**config.mk**
```make
export PLATFORM = sky130hd
export DESIGN_NAME = ieu_core
export DESIGN_NICKNAME = d
export VERILOG_FILES = /design/src/design/ieu_pkg.sv /design/src/design/ieu_core.sv
export SDC_FILE = /design/constraint.sdc
export NUM_CORES = 1
export LEC_CHECK = 0
export BUFFER_PORTS_ARGS = -buffer_cell sky130_fd_sc_hd__buf_2
export CAP_MARGIN = 10
export CORE_MARGIN = 8
export CORE_UTILIZATION = 57
export DETAILED_ROUTE_END_ITERATION = 10
export GPL_ROUTABILITY_DRIVEN = 0
export PLACE_DENSITY = 0.84
export SYNTH_ARGS = -nofsm -noshare
export SYNTH_HDL_FRONTEND = slang
export SYNTH_SLANG_ARGS = --single-unit
```
**constraint.sdc**
```tcl
create_clock -name core_clk_i -period 4.2 [get_ports core_clk_i]
set_input_delay 0.42 -clock core_clk_i [delete_from_list [all_inputs] [get_ports core_clk_i]]
set_output_delay 0.42 -clock core_clk_i [all_outputs]
set_load 0.03 [all_outputs]
```
**src/design/ieu_pkg.sv**
```systemverilog
// Constants shared by the interrupt entry and status unit.
// Assumes an 8-bit core with a 64-entry I/O space and a byte-wide stack.
package ieu_pkg;

    // ************************************************************
    // I/O register offsets
    // ************************************************************
    localparam logic [5:0] IEU_ULK_ADDR  = 6'h3c; // Unlock register.
    localparam logic [5:0] IEU_STL_ADDR  = 6'h3d; // Stack pointer low.
    localparam logic [5:0] IEU_STH_ADDR  = 6'h3e; // Stack pointer high.
    localparam logic [5:0] IEU_STAT_ADDR = 6'h3f; // Status flags.

    // ************************************************************
    // Status flag bit positions and reset value
    // ************************************************************
    localparam int unsigned IEU_BIT_I = 7; // Global enable.
    localparam int unsigned IEU_BIT_T = 6; // Transfer bit.
    localparam int unsigned IEU_BIT_H = 5; // Half carry.
    localparam int unsigned IEU_BIT_S = 4; // Sign.
    localparam int unsigned IEU_BIT_V = 3; // Overflow.
    localparam int unsigned IEU_BIT_N = 2; // Negative.
    localparam int unsigned IEU_BIT_Z = 1; // Zero.
    localparam int unsigned IEU_BIT_C = 0; // Carry.
    localparam logic [7:0]  IEU_STAT_RST = 8'h00;

    // ************************************************************
    // Unlock window
    // ************************************************************
    localparam logic [7:0] IEU_UNLOCK_CODE   = 8'hd8; // Opens the window.
    localparam logic [2:0] IEU_UNLOCK_INSTRS = 3'h4;  // Instructions open.
    localparam int unsigned IEU_ULK_ACT_BIT  = 0;     // Reads one when open.

    // ************************************************************
    // Sequence lengths in core clock cycles, and stack pointer steps
    // ************************************************************
    localparam logic [2:0]  IEU_ENTRY_CYC  = 3'h4; // Entry, pushes the PC.
    localparam logic [2:0]  IEU_WAKE_CYC   = 3'h4; // Extra cycles from sleep.
    localparam logic [2:0]  IEU_RETURN_CYC = 3'h4; // Return, pops the PC.
    localparam logic [15:0] IEU_SP_STEP    = 16'h0002; // PC is two bytes.
    localparam logic [15:0] IEU_SP_ONE     = 16'h0001;

    // ************************************************************
    // Sequencer states
    // ************************************************************
    typedef enum logic [3:0] {
        IEU_ST_RUN    = 4'b0001,
        IEU_ST_WAKE   = 4'b0010,
        IEU_ST_ENTRY  = 4'b0100,
        IEU_ST_RETURN = 4'b1000
    } ieu_state_t;

endpackage : ieu_pkg

```
**src/design/ieu_core.sv**
```systemverilog
// Interrupt entry, return, unlock window, stack pointer and status flags.
// Assumes the core pulses instr_done_i at every instruction boundary and
// stalls while busy_o is high; sources and stack memory share core_clk_i.
`timescale 1ns/10ps
`default_nettype none

// How it works
// - Take only with source and global enable
// - Lower source index wins; reset stays outside
// - Entry clears global enable; software may nest
// - Return sets global enable
// - Flag cleared on vectoring or write-one
// - Disabled flags stay latched until served
// - Level sources request only while present
// - One instruction runs after return first
// - Disable instruction blocks same-cycle takes
// - One instruction runs after enable first
// - Status flags never saved nor restored
// - Entry four cycles pushing PC
// - Take only at instruction boundaries or while asleep
// - Sleep wake adds four entry cycles
// - Return four cycles, pop, SP plus two
// - Unlock code opens four-instruction write window
// - No interrupts during unlock window
// - Unlock register reads window state bit 0
// - Sign bit is negative xor overflow
// - Transfer bit stored and loaded
// - Zero, negative, carry, half carry from ALU
// - Push lowers stack pointer by two
module ieu_core #(
    parameter int unsigned          NUM_SRC    = 8,
    parameter logic [NUM_SRC-1:0]   LEVEL_SRC  = '0,
    parameter logic [15:0]          TOP_OF_RAM = 16'h005f
) (
    // Clock and reset.
    input  wire logic                core_clk_i,
    input  wire logic                rst_i,
    // I/O space access from the core.
    input  wire logic [5:0]          io_addr_i,
    input  wire logic                io_we_i,
    input  wire logic [7:0]          io_wdata_i,
    output logic [7:0]               io_rdata_o,
    // Instruction pipeline events.
    input  wire logic                instr_done_i,
    input  wire logic                sei_i,
    input  wire logic                dis_i,
    input  wire logic                hret_i,
    input  wire logic                sleep_i,
    input  wire logic [15:0]         pc_i,
    // ALU flag update and bit transfer.
    input  wire logic                alu_we_i,
    input  wire logic [7:0]          alu_flags_i,
    input  wire logic                tst_i,
    input  wire logic                tst_bit_i,
    output logic                     t_bit_o,
    // Interrupt sources.
    input  wire logic [NUM_SRC-1:0]  src_event_i,
    input  wire logic [NUM_SRC-1:0]  src_level_i,
    input  wire logic [NUM_SRC-1:0]  src_en_i,
    input  wire logic [NUM_SRC-1:0]  flag_clr_i,
    output logic [NUM_SRC-1:0]       flag_o,
    // Sequencer to the core.
    output logic                     busy_o,
    output logic                     vector_go_o,
    output logic [7:0]               vector_o,
    output logic                     pc_load_o,
    output logic [15:0]              pc_o,
    output logic                     prot_wr_en_o,
    // Stack memory.
    output logic                     stk_we_o,
    output logic                     stk_re_o,
    output logic [15:0]              stk_addr_o,
    output logic [7:0]               stk_wdata_o,
    input  wire logic [7:0]          stk_rdata_i
);
    import ieu_pkg::*;

    // ************************************************************
    // Helpers
    // ************************************************************

    // Lowest set index wins, as the lowest vector is served first.
    function automatic logic [7:0] first_set(input logic [NUM_SRC-1:0] v);
        logic [7:0] idx;
        idx = '0;
        for (int i = NUM_SRC - 1; i >= 0; i--) begin
            if (v[i]) begin
                idx = 8'(i);
            end
        end
        return idx;
    endfunction : first_set

    // ************************************************************
    // State
    // ************************************************************
    ieu_state_t           st_r;        // Sequencer state.
    ieu_state_t           st_nxt;
    logic [2:0]           cnt_r;       // Cycle within a sequence.
    logic [7:0]           stat_r;      // Status flags, bit 4 unused here.
    logic [15:0]          sp_r;        // Stack pointer.
    logic [NUM_SRC-1:0]   flag_r;      // Latched event flags.
    logic                 gap_r;       // One instruction must run first.
    logic [2:0]           win_r;       // Instructions left in unlock window.
    logic [7:0]           vec_r;       // Source being served.
    logic [7:0]           pop_hi_r;    // Popped PC high byte.

    // ************************************************************
    // Decode
    // ************************************************************
    wire logic wr_stat = io_we_i && (io_addr_i == IEU_STAT_ADDR);
    wire logic wr_stl  = io_we_i && (io_addr_i == IEU_STL_ADDR);
    wire logic wr_sth  = io_we_i && (io_addr_i == IEU_STH_ADDR);
    wire logic wr_ulk  = io_we_i && (io_addr_i == IEU_ULK_ADDR);
    // Only the exact code opens the window; anything else is dropped.
    wire logic unlock  = wr_ulk && (io_wdata_i == IEU_UNLOCK_CODE);
    wire logic win_on  = (win_r != 3'h0);

    // Flag sources hold until served; level sources only while present.
    wire logic [NUM_SRC-1:0] pend =
        (flag_r & ~LEVEL_SRC) | (src_level_i & LEVEL_SRC);
    wire logic [NUM_SRC-1:0] elig = pend & src_en_i;
    wire logic [7:0]         sel  = first_set(elig);

    // A disable in this very cycle beats any request.
    wire logic gie_eff = stat_r[IEU_BIT_I] && !dis_i;
    // Awake, takes wait for an instruction boundary; asleep, none runs.
    wire logic boundary = instr_done_i || sleep_i;
    wire logic take = (st_r == IEU_ST_RUN) && boundary && gie_eff
                   && !gap_r && !win_on && !hret_i
                   && (elig != '0);
    wire logic last = (cnt_r == IEU_ENTRY_CYC - 3'h1);

    // ************************************************************
    // Sequencer next state
    // ************************************************************
    // Entry and return run four cycles each; a wake adds four up front.
    always_comb begin
        st_nxt = st_r;
        case (st_r)
            IEU_ST_RUN: begin
                if (take) begin
                    st_nxt = sleep_i ? IEU_ST_WAKE : IEU_ST_ENTRY;
                end else if (hret_i) begin
                    st_nxt = IEU_ST_RETURN;
                end
            end
            IEU_ST_WAKE: begin
                if (cnt_r == IEU_WAKE_CYC - 3'h1) begin
                    st_nxt = IEU_ST_ENTRY;
                end
            end
            IEU_ST_ENTRY: begin
                if (last) begin
                    st_nxt = IEU_ST_RUN;
                end
            end
            IEU_ST_RETURN: begin
                if (cnt_r == IEU_RETURN_CYC - 3'h1) begin
                    st_nxt = IEU_ST_RUN;
                end
            end
            default: begin
                st_nxt = IEU_ST_RUN;
            end
        endcase
    end

    // ************************************************************
    // Sequencer registers
    // ************************************************************
    // The counter restarts on every state change.
    always_ff @(posedge core_clk_i) begin
        if (rst_i) begin
            st_r  <= IEU_ST_RUN;
            cnt_r <= 3'h0;
        end else begin
            st_r  <= st_nxt;
            cnt_r <= (st_nxt != st_r) ? 3'h0 : cnt_r + 3'h1;
        end
    end

    // Vector number is captured on the take and held for the core.
    always_ff @(posedge core_clk_i) begin
        if (rst_i) begin
            vec_r <= 8'h00;
        end else if (take) begin
            vec_r <= sel;
        end
    end

    // ************************************************************
    // Interrupt flags
    // ************************************************************
    // A new event beats both the hardware and the write-one clear.
    always_ff @(posedge core_clk_i) begin
        if (rst_i) begin
            flag_r <= '0;
        end else begin
            for (int i = 0; i < NUM_SRC; i++) begin
                if (src_event_i[i]) begin
                    flag_r[i] <= 1'b1;
                end else if (flag_clr_i[i]) begin
                    flag_r[i] <= 1'b0;
                end else if (take && (sel == 8'(i))) begin
                    flag_r[i] <= 1'b0;
                end
            end
        end
    end

    // ************************************************************
    // Instruction gaps and unlock window
    // ************************************************************
    // After a return or an enable, one instruction must retire first.
    always_ff @(posedge core_clk_i) begin
        if (rst_i) begin
            gap_r <= 1'b0;
        end else if (sei_i || (st_r == IEU_ST_RETURN)) begin
            gap_r <= 1'b1;
        end else if (instr_done_i) begin
            gap_r <= 1'b0;
        end
    end

    // The window counts instructions, not clocks, so stalls stretch it.
    always_ff @(posedge core_clk_i) begin
        if (rst_i) begin
            win_r <= 3'h0;
        end else if (unlock) begin
            win_r <= IEU_UNLOCK_INSTRS;
        end else if (win_on && instr_done_i) begin
            win_r <= win_r - 3'h1;
        end
    end

    // ************************************************************
    // Status flags
    // ************************************************************
    // Entry never saves these and return never restores them; only the
    // global enable bit is touched by the sequencer.
    always_ff @(posedge core_clk_i) begin
        if (rst_i) begin
            stat_r <= IEU_STAT_RST;
        end else begin
            if (wr_stat) begin
                stat_r[5:0] <= io_wdata_i[5:0];
            end else if (alu_we_i) begin
                stat_r[IEU_BIT_H] <= alu_flags_i[IEU_BIT_H];
                stat_r[IEU_BIT_V] <= alu_flags_i[IEU_BIT_V];
                stat_r[IEU_BIT_N] <= alu_flags_i[IEU_BIT_N];
                stat_r[IEU_BIT_Z] <= alu_flags_i[IEU_BIT_Z];
                stat_r[IEU_BIT_C] <= alu_flags_i[IEU_BIT_C];
            end
            if (tst_i) begin
                stat_r[IEU_BIT_T] <= tst_bit_i;
            end else if (wr_stat) begin
                stat_r[IEU_BIT_T] <= io_wdata_i[IEU_BIT_T];
            end
            // Hardware clears win over software sets on entry.
            if (take || dis_i) begin
                stat_r[IEU_BIT_I] <= 1'b0;
            end else if ((st_r == IEU_ST_RETURN) && (st_nxt == IEU_ST_RUN)) begin
                stat_r[IEU_BIT_I] <= 1'b1;
            end else if (sei_i) begin
                stat_r[IEU_BIT_I] <= 1'b1;
            end else if (wr_stat) begin
                stat_r[IEU_BIT_I] <= io_wdata_i[IEU_BIT_I];
            end
        end
    end

    // ************************************************************
    // Stack pointer
    // ************************************************************
    // The stack grows down; the PC takes two bytes either way.
    always_ff @(posedge core_clk_i) begin
        if (rst_i) begin
            sp_r <= TOP_OF_RAM;
        end else if ((st_r == IEU_ST_ENTRY) && last) begin
            sp_r <= sp_r - IEU_SP_STEP;
        end else if ((st_r == IEU_ST_RETURN) && (st_nxt == IEU_ST_RUN)) begin
            sp_r <= sp_r + IEU_SP_STEP;
        end else if (wr_stl) begin
            sp_r[7:0] <= io_wdata_i;
        end else if (wr_sth) begin
            sp_r[15:8] <= io_wdata_i;
        end
    end

    // ************************************************************
    // Stack memory port
    // ************************************************************
    // Entry writes low byte at SP, high byte at SP-1. Return reads them
    // back in reverse; read data arrives one cycle after the strobe.
    always_ff @(posedge core_clk_i) begin
        if (rst_i) begin
            stk_we_o    <= 1'b0;
            stk_re_o    <= 1'b0;
            stk_addr_o  <= 16'h0000;
            stk_wdata_o <= 8'h00;
        end else begin
            stk_we_o <= (st_r == IEU_ST_ENTRY) && (cnt_r < 3'h2);
            stk_re_o <= (st_r == IEU_ST_RETURN) && (cnt_r < 3'h2);
            if (st_r == IEU_ST_ENTRY) begin
                stk_addr_o  <= sp_r - 16'(cnt_r);
                stk_wdata_o <= (cnt_r == 3'h0) ? pc_i[7:0] : pc_i[15:8];
            end else begin
                stk_addr_o  <= sp_r + 16'(cnt_r) + IEU_SP_ONE;
                stk_wdata_o <= 8'h00;
            end
        end
    end

    // Popped high byte is held until the low byte lands.
    always_ff @(posedge core_clk_i) begin
        if (rst_i) begin
            pop_hi_r <= 8'h00;
        end else if ((st_r == IEU_ST_RETURN) && (cnt_r == 3'h2)) begin
            pop_hi_r <= stk_rdata_i;
        end
    end

    // ************************************************************
    // Core handshake outputs
    // ************************************************************
    // Vector go and PC load pulse for one cycle as each sequence ends.
    always_ff @(posedge core_clk_i) begin
        if (rst_i) begin
            busy_o      <= 1'b0;
            vector_go_o <= 1'b0;
            vector_o    <= 8'h00;
            pc_load_o   <= 1'b0;
            pc_o        <= 16'h0000;
        end else begin
            busy_o      <= (st_nxt != IEU_ST_RUN);
            vector_go_o <= (st_r == IEU_ST_ENTRY) && last;
            vector_o    <= vec_r;
            pc_load_o   <= (st_r == IEU_ST_RETURN) && (cnt_r == 3'h3);
            if ((st_r == IEU_ST_RETURN) && (cnt_r == 3'h3)) begin
                pc_o <= {pop_hi_r, stk_rdata_i};
            end
        end
    end

    // ************************************************************
    // Read back and status outputs
    // ************************************************************
    // Sign is formed on read so it can never drift from N and V.
    wire logic       sign_bit = stat_r[IEU_BIT_N] ^ stat_r[IEU_BIT_V];
    wire logic [7:0] stat_view = {stat_r[7:5], sign_bit, stat_r[3:0]};
    wire logic [7:0] ulk_view  = {7'h00, win_on};
    wire logic [7:0] rd_mux =
        (io_addr_i == IEU_STAT_ADDR) ? stat_view :
        (io_addr_i == IEU_STL_ADDR)  ? sp_r[7:0] :
        (io_addr_i == IEU_STH_ADDR)  ? sp_r[15:8] :
        (io_addr_i == IEU_ULK_ADDR)  ? ulk_view : 8'h00;

    // Read data is registered and shows one cycle after the address.
    always_ff @(posedge core_clk_i) begin
        if (rst_i) begin
            io_rdata_o   <= 8'h00;
            t_bit_o      <= 1'b0;
            flag_o       <= '0;
            prot_wr_en_o <= 1'b0;
        end else begin
            io_rdata_o   <= rd_mux;
            t_bit_o      <= tst_i ? tst_bit_i : stat_r[IEU_BIT_T];
            flag_o       <= flag_r;
            prot_wr_en_o <= unlock || (win_r > 3'h1)
                         || (win_on && !instr_done_i);
        end
    end

endmodule : ieu_core

`default_nettype wire

```
==> results.yml, run 1 <==
die:
  io_pins: 160
  initial_core_util: 0.582
  die_x_um: 118
  rows: 37
  die_h_um: 118
  die_area_um2: 14000
  core-area_um2: 10300
placement:
  dpl_worst_slack_ns: 1.20
  dp.cells: 953
  port_buffers: 143
  dp_hpwl_mm: 11.9
sta:
  fmax_ghz: 0.327
  worst_pin_slew_ns: 1.04
  fin_ws_ns: 1.14
  relSlewSlack: 0.300
  clock_skew_ns: 0.00659
  tns_ns: 0
  finalSetupViolCount: 0
  post-route-period-util: 0.728
  slew_violations: 0
  timing.final.crit_period_ns: 3.06
  hold_viol_final: 0
  rsz0062_at_grt: "false"
setup_path:
  crit_chain: "ha_1 -> ha_1 -> nor3_1 -> a211o_1 -> o311ai_2 -> and2_1 -> buf_4 -> nand2_1 -> a21oi_1"
  reg2reg_to: "pc_o[10]"
  critPathLaunchType: "flip-flop"
  crit_path_end_kind: "flip-flop"
  path_class: "reg -> reg"
  r2r_start: "cnt_r[1]"
  cp-startpoint: "cnt_r[1]"
  cpMostUsedCell: "ha_1"
  cp_max_fo: 16
  max_stage_delay_ns: 0.69
  rrSetupSlack_ns: 1.14
  worstPathArrival_ns: 3.50
  cpMaxStageDelayCell: "and2_1"
  rr_worst_depth: 9
  cp_data_required_time_ns: 4.64
global_route:
  grtUsageTotal: 0.230
  grt_pass1_vias: 5722
  grt_antenna_before_repair: 0
  grt_max_degree: 89
  grt_first_pass_wirelength_mm: 27.0
  grt-ovfl-total: 0
clocking:
  cts_root_buffer: "clkbuf_8"
  cts.sinks: 119
  htreeDepth: 4
  clockBufferDepth: 2
  clk-insertion-delay-late_ns: 0.51
  post_cts_buffers: 0
  holdBufCountCts: 0
  clk_pin_slew_worst_paths_ns: 0.06
  cts_tree: "yes"
  cts-resized-gates: 0
  cts_buffers: 17
hold_path:
  hold_end: "stat_r[7]"
  holdCritStartpoint: "dis_i"
  hp-class: "in -> reg"
  min_delay_path_depth: 2
drt:
  firstDrtPassIters: 8
  route.detailed.drc: 0
  wirelength_mm: 16.6
  wl_per_cell_um: 16.9
  drtAntennaViolNets: 0
  drtIter0Drc: 677
  post_drt_via_cell_ratio: 5.95
  vias: 5848
yosys:
  ys_warn_count: 0
  async_reset_ff_frac: 0
  ys_top_cells_by_count: "dfxtp_1 (119), nor2_1 (96), nand2_1 (71)"
  ys_seq_elements: 119
  synthesis.instances: 719
  syn_area_per_cell_um2: 8.32
  synthDistinctLibCells: 75
  ys_top_cells_by_area: "dfxtp_1 (40%), nor2_1 (6.0%), a21oi_1 (4.7%)"
  synth_most_common_cell: "dfxtp_1"
  yosysSeqAreaShare: 0.398
  synth_top_cell_by_area: "dfxtp_1"
  synth_flop_cell: "dfxtp_1"
  synth_top_area_share: 0.398
  synth_edf_count: 0
  syn_area_um2: 5980
final_layout:
  fin_nets: 941
  fillCellCount: 823
  diodes: 0
  stdcell_count: 983
  synthToLayoutAreaGrowth_pct: 20.7
  drive_above_1_share: 0.229
outcome:
  status: "finished, final reports clean"
power_and_ir_drop:
  power.leakage_uw: 0.00322
  power_density_nw_per_um2: 407
  ir_worst_vdd_v: 0.000206
run:
  cap_violations: 0
## power by group
part | internal [µW] | switching [µW] | total, µW
clock network | 863 | 493 | 1360
registers | 1180 | 37.9 | 1210
logic | 146 | 223 | 369
total | 2180 | 754 | 2940
## how the worst max path moves through the flow
| stage | end | slack, ns |
|---|---|---|
| floorplan | cnt_r[0] | 1.86 |
| global placement | pc_o[2] | 1.32 |
| detailed placement | pc_o[7] | 1.20 |
| CTS | pc_o[10] | 1.16 |
| global route | pc_o[7] | 0.90 |
| finish | pc_o[10] | 1.14 |
## through the flow
| stage | area, µm² | hold WS (ns) | utilization | power (µW) |
|---|---|---|---|---|
| floorplan | 6000 | 0.432 | - | 1490 |
| global placement | 6670 | 0.438 | 0.649 | 1580 |
| detailed placement | 6670 | 0.444 | 0.649 | 1600 |
| CTS | 7220 | 0.0910 | 0.703 | 2950 |
| global route | 7220 | 0.0895 | 0.703 | 3050 |
| finish | 7220 | 0.0969 | 0.703 | 2940 |
## layout by cell type (no fill, tap or decap), types with 4 or more instances in the layout
cell / netlist / routed
o21ai_0: 19 / 19
or4_1: 7 / 7
xnor2_1: 21 / 21
and3_1: 8 / 8
nand2_1: 71 / 71
clkinv_2: 0 / 4
a21oi_1: 56 / 56
xor2_1: 8 / 8
nor4_1: 13 / 13
or3_1: 6 / 6
buf_2: 8 / 143
nand3_1: 23 / 23
conb_1: 1 / 5
nor3_1: 13 / 13
nor2b_1: 15 / 15
dfxtp_1: 119 / 119
ha_1: 14 / 14
a31oi_1: 5 / 5
a211oi_1: 12 / 12
nor2_1: 96 / 96
mux2i_1: 28 / 28
clkbuf_16: 0 / 16
a211o_1: 5 / 5
a22oi_1: 10 / 10
nand4_1: 8 / 8
inv_1: 34 / 34
## layout make-up
type                    instances  area [µm²]  share of cell area
multi-input cells             518        3250               0.450
flip-flops and latches        119        2380               0.330
repair buffers                146         738               0.102
clock buffers                  21         449              0.0622
well taps                     136         170              0.0236
inverters                      34         128              0.0177
clock inverters                 9         103              0.0142
## metal layers
layer / wire [µm] / vias to the layer above / track usage
met5: 0 / - / 0
met4: 539 / 0 / 0.108
met3: 1600 / 66 / 0.0747
met2: 8150 / 317 / 0.398
met1: 6320 / 2718 / 0.252
li1: - / 2747 / -
## cells by family after synthesis
kind of cell               count (synthesis)  share of synthesized area
DFF                                      119                      0.398
and+or+nand+nor                          286                      0.235
AOI/OAI and AO/OA                        150                      0.171
muxes                                     32                     0.0562
buffers and inverters                     86                     0.0613
xor gates and xnor gates                  29                     0.0424
adders and majority gates                 16                     0.0360
other                                      1                   0.000627
## worst max-delay path: cells and delay by family (launching register included)
kind                       cells  cell delay, ns
AOI/OAI and AO/OA              3            0.62
adders and majority gates      2            0.61
buffers and inverters          1            0.33
DFF                            1            0.54
and+or+nand+nor                3            0.86
## flip-flops by register name, indices dropped and copies added (netlist names)
name	flops
pc_load_o	1
vector_go_o	1
stk_wdata_o	8
win_r	3
vector_o	3
gap_r	1
stk_we_o	1
stk_addr_o	16
prot_wr_en_o	1
pc_o	16
stk_re_o	1
t_bit_o	1
vec_r	3
cnt_r	3
stat_r	7
sp_r	16
flag_o	8
busy_o	1
io_rdata_o	8
pop_hi_r	8
st_r	4
flag_r	8
(Power assumes the default switching activity.)
==> run 2: changes to the inputs <==
Settings changed: ABC_AREA set to 1, CORE_UTILIZATION 57 to 48, PLACE_DENSITY 0.84 to 0.75.
Clock period 4.2 ns to 2.6 ns, I/O delays scaled along.
==> run 2 against run 1 <==
Against the previous run:
- count of clock-buffer cells in the layout is 2 higher
- core utilization down 9.5 points
- largest cell class unchanged
- non-clock buffer count up 6
- register-to-register slack got worse by 0.87 ns
- die area up 14%
- final cell count is 17% higher
- sequential cell count is the same
- sequential share of layout area shrank 0.36 points
- synthesized cell count rose by 19%
- worst setup slack lost 0.87 ns
==> results.yml, run 2 <==
outcome:
  status: "finished, final reports clean"
setup_path:
  rrSetupSlack_ns: 0.27
  critPathLaunchType: "flip-flop"
  crit_path_end_kind: "flip-flop"
  cp_max_fo: 12
  path_class: "reg -> reg"
  worstPathArrival_ns: 2.64
  cp_data_required_time_ns: 2.90
placement:
  dp.cells: 1123
  port_buffers: 143
  dp_hpwl_mm: 12.6
  dpl_worst_slack_ns: 0.415
global_route:
  grt_antenna_before_repair: 0
  grt_max_degree: 45
  grt_pass1_vias: 5739
  grt_first_pass_wirelength_mm: 27.4
  grt-ovfl-total: 0
  grtUsageTotal: 0.212
yosys:
  ys_top_cells_by_area: "dfxtp_1 (40%), nand2_1 (11%), o21ai_0 (7.8%)"
  synth_xor_xnor_area_share: 0.0134
  synthesis.instances: 859
  ys_seq_elements: 119
  ys_warn_count: 0
  syn_area_per_cell_um2: 6.85
  synth_most_common_cell: "nand2_1"
  synth_top_area_share: 0.405
  syn_area_um2: 5880
  synthMuxAreaShare: 0
  synthDistinctLibCells: 40
  synth_top_family_by_area: "simple AND/OR/NAND/NOR gates"
  yosysSeqAreaShare: 0.405
  synth_edf_count: 0
  synth_top_cell_by_area: "dfxtp_1"
  synth_flop_cell: "dfxtp_1"
  ys_top_cells_by_count: "nand2_1 (167), dfxtp_1 (119), nor2_1 (111)"
  synth-simple-area-share: 0.255
  synth_compound_area_frac: 0.193
  async_reset_ff_frac: 0
  synthAdderAreaFrac: 0.0366
power_and_ir_drop:
  power.leakage_uw: 0.00353
  power_density_nw_per_um2: 702
  power_uw: 5130
  ir_worst_vdd_v: 0.000529
sta:
  tns_ns: 0
  slew_violations: 0
  worst_pin_slew_ns: 0.656
  post-route-period-util: 0.897
  timing.final.crit_period_ns: 2.33
  rsz0062_at_grt: "false"
  clock_skew_ns: 0.00834
  hold_viol_final: 0
  hold_slack_ns: 0.0436
  finalSetupViolCount: 0
  fin_ws_ns: 0.268
  fmax_ghz: 0.429
  relSlewSlack: 0.563
final_layout:
  final_common_cell: "nand2_1"
  reg_top3: "pc_o: 16 flops, sp_r: 16 flops, stk_addr_o: 16 flops"
  fin_nets: 1100
  fillCellCount: 1142
  synthToLayoutAreaGrowth_pct: 24.1
  diodes: 0
  layout_common_cells: "nand2_1 (167), buf_2 (143), dfxtp_1 (119)"
  stdcell_count: 1154
  drive_above_1_share: 0.196
drt:
  wl_per_cell_um: 14.7
  vias: 6043
  post_drt_via_cell_ratio: 5.24
  wirelength_mm: 17.0
  drtIter0Drc: 503
  firstDrtPassIters: 5
  drtAntennaViolNets: 0
  route.detailed.drc: 0
die:
  core-area_um2: 12000
  initial_core_util: 0.490
  rows: 40
  die_area_um2: 16100
  die_x_um: 127
  io_pins: 160
  die_h_um: 127
clocking:
  clockBufferDepth: 2
  clk-insertion-delay-late_ns: 0.42
  holdBufCountCts: 0
  cts_buffers: 17
  cts_root_buffer: "clkbuf_16"
  clk_pin_slew_worst_paths_ns: 0.06
  cts_tree: "yes"
  cts-resized-gates: 0
  cts.sinks: 119
  post_cts_buffers: 0
  htreeDepth: 4
run:
  cap_violations: 0
hold_path:
  hp-class: "in -> reg"
-- run 2: cell types whose count changed in the layout (fill, tap and decap cells not counted), moves of 11 or more --
cell and change:
inv_1 +61, a211oi_1 -11, nor2_1 +15, nand2_1 +96, xnor2_1 -18, o21ai_0 +73
mux2i_1 -28, nand3_1 +28, a21oi_1 +34, nor2b_1 -15
-- run 2: path summary, 6_finish.rpt --
| check | cells past startpoint | startpoint | to |
|---|---|---|---|
| max reg2reg | 9 | cnt_r[2] | stk_addr_o[13] |
| max | 9 | cnt_r[2] | stk_addr_o[13] |
| min | 3 | src_event_i[7] | flag_r[7] |
| min reg2reg | 2 | vec_r[1] | vector_o[1] |
-- run 2: cells by family after synthesis --
group	Yosys count
XOR/XNOR	9
other	1
buffers and inverters	140
AO/OA/AOI/OAI	213
adder cells (fa/ha/maj)	16
AND/OR/NAND/NOR	361
flip-flops	119
-- run 2: cell type report --
type | instances | area, µm² | share of cell area
repair buffers | 152 | 783 | 0.107
multi-input cells | 604 | 2950 | 0.404
inverters | 101 | 379 | 0.0519
clock buffers | 23 | 478 | 0.0655
flip-flops and latches | 119 | 2380 | 0.326
clock inverters | 8 | 145 | 0.0199
well taps | 147 | 184 | 0.0252
-- run 2: metrics by stage --
step,utilization,area (µm²)
after floorplan,-,5900
after global placement,0.556,6680
after detailed placement,0.556,6680
after CTS,0.608,7300
after global routing,0.608,7300
final,0.608,7300
-- run 2: critical path: stages, from the launching register on --
cell,delay [ns]
dfxtp_1,0.39
inv_1,0.23
ha_1,0.40
nand2_1,0.06
o21ai_0,0.29
nor2_1,0.15
o21ai_0,0.38
nor2_1,0.10
o21ai_0,0.16
nor2_1,0.06
-- run 2: layer usage --
layer	part of all wire	vias up	track usage
li1	-	3071	-
met4	0.018	0	0.0945
met3	0.097	25	0.0762
met5	0	-	0
met2	0.45	248	0.329
met1	0.44	2699	0.257
-- run 2: power by group --
group,switching [µW],leakage [µW],total (µW),internal [µW]
Clock,815,0.000299,2480,1670
Combinational,437,0.00226,666,228
Sequential,63.9,0.000968,1980,1910
Total,1320,0.00353,5130,3810
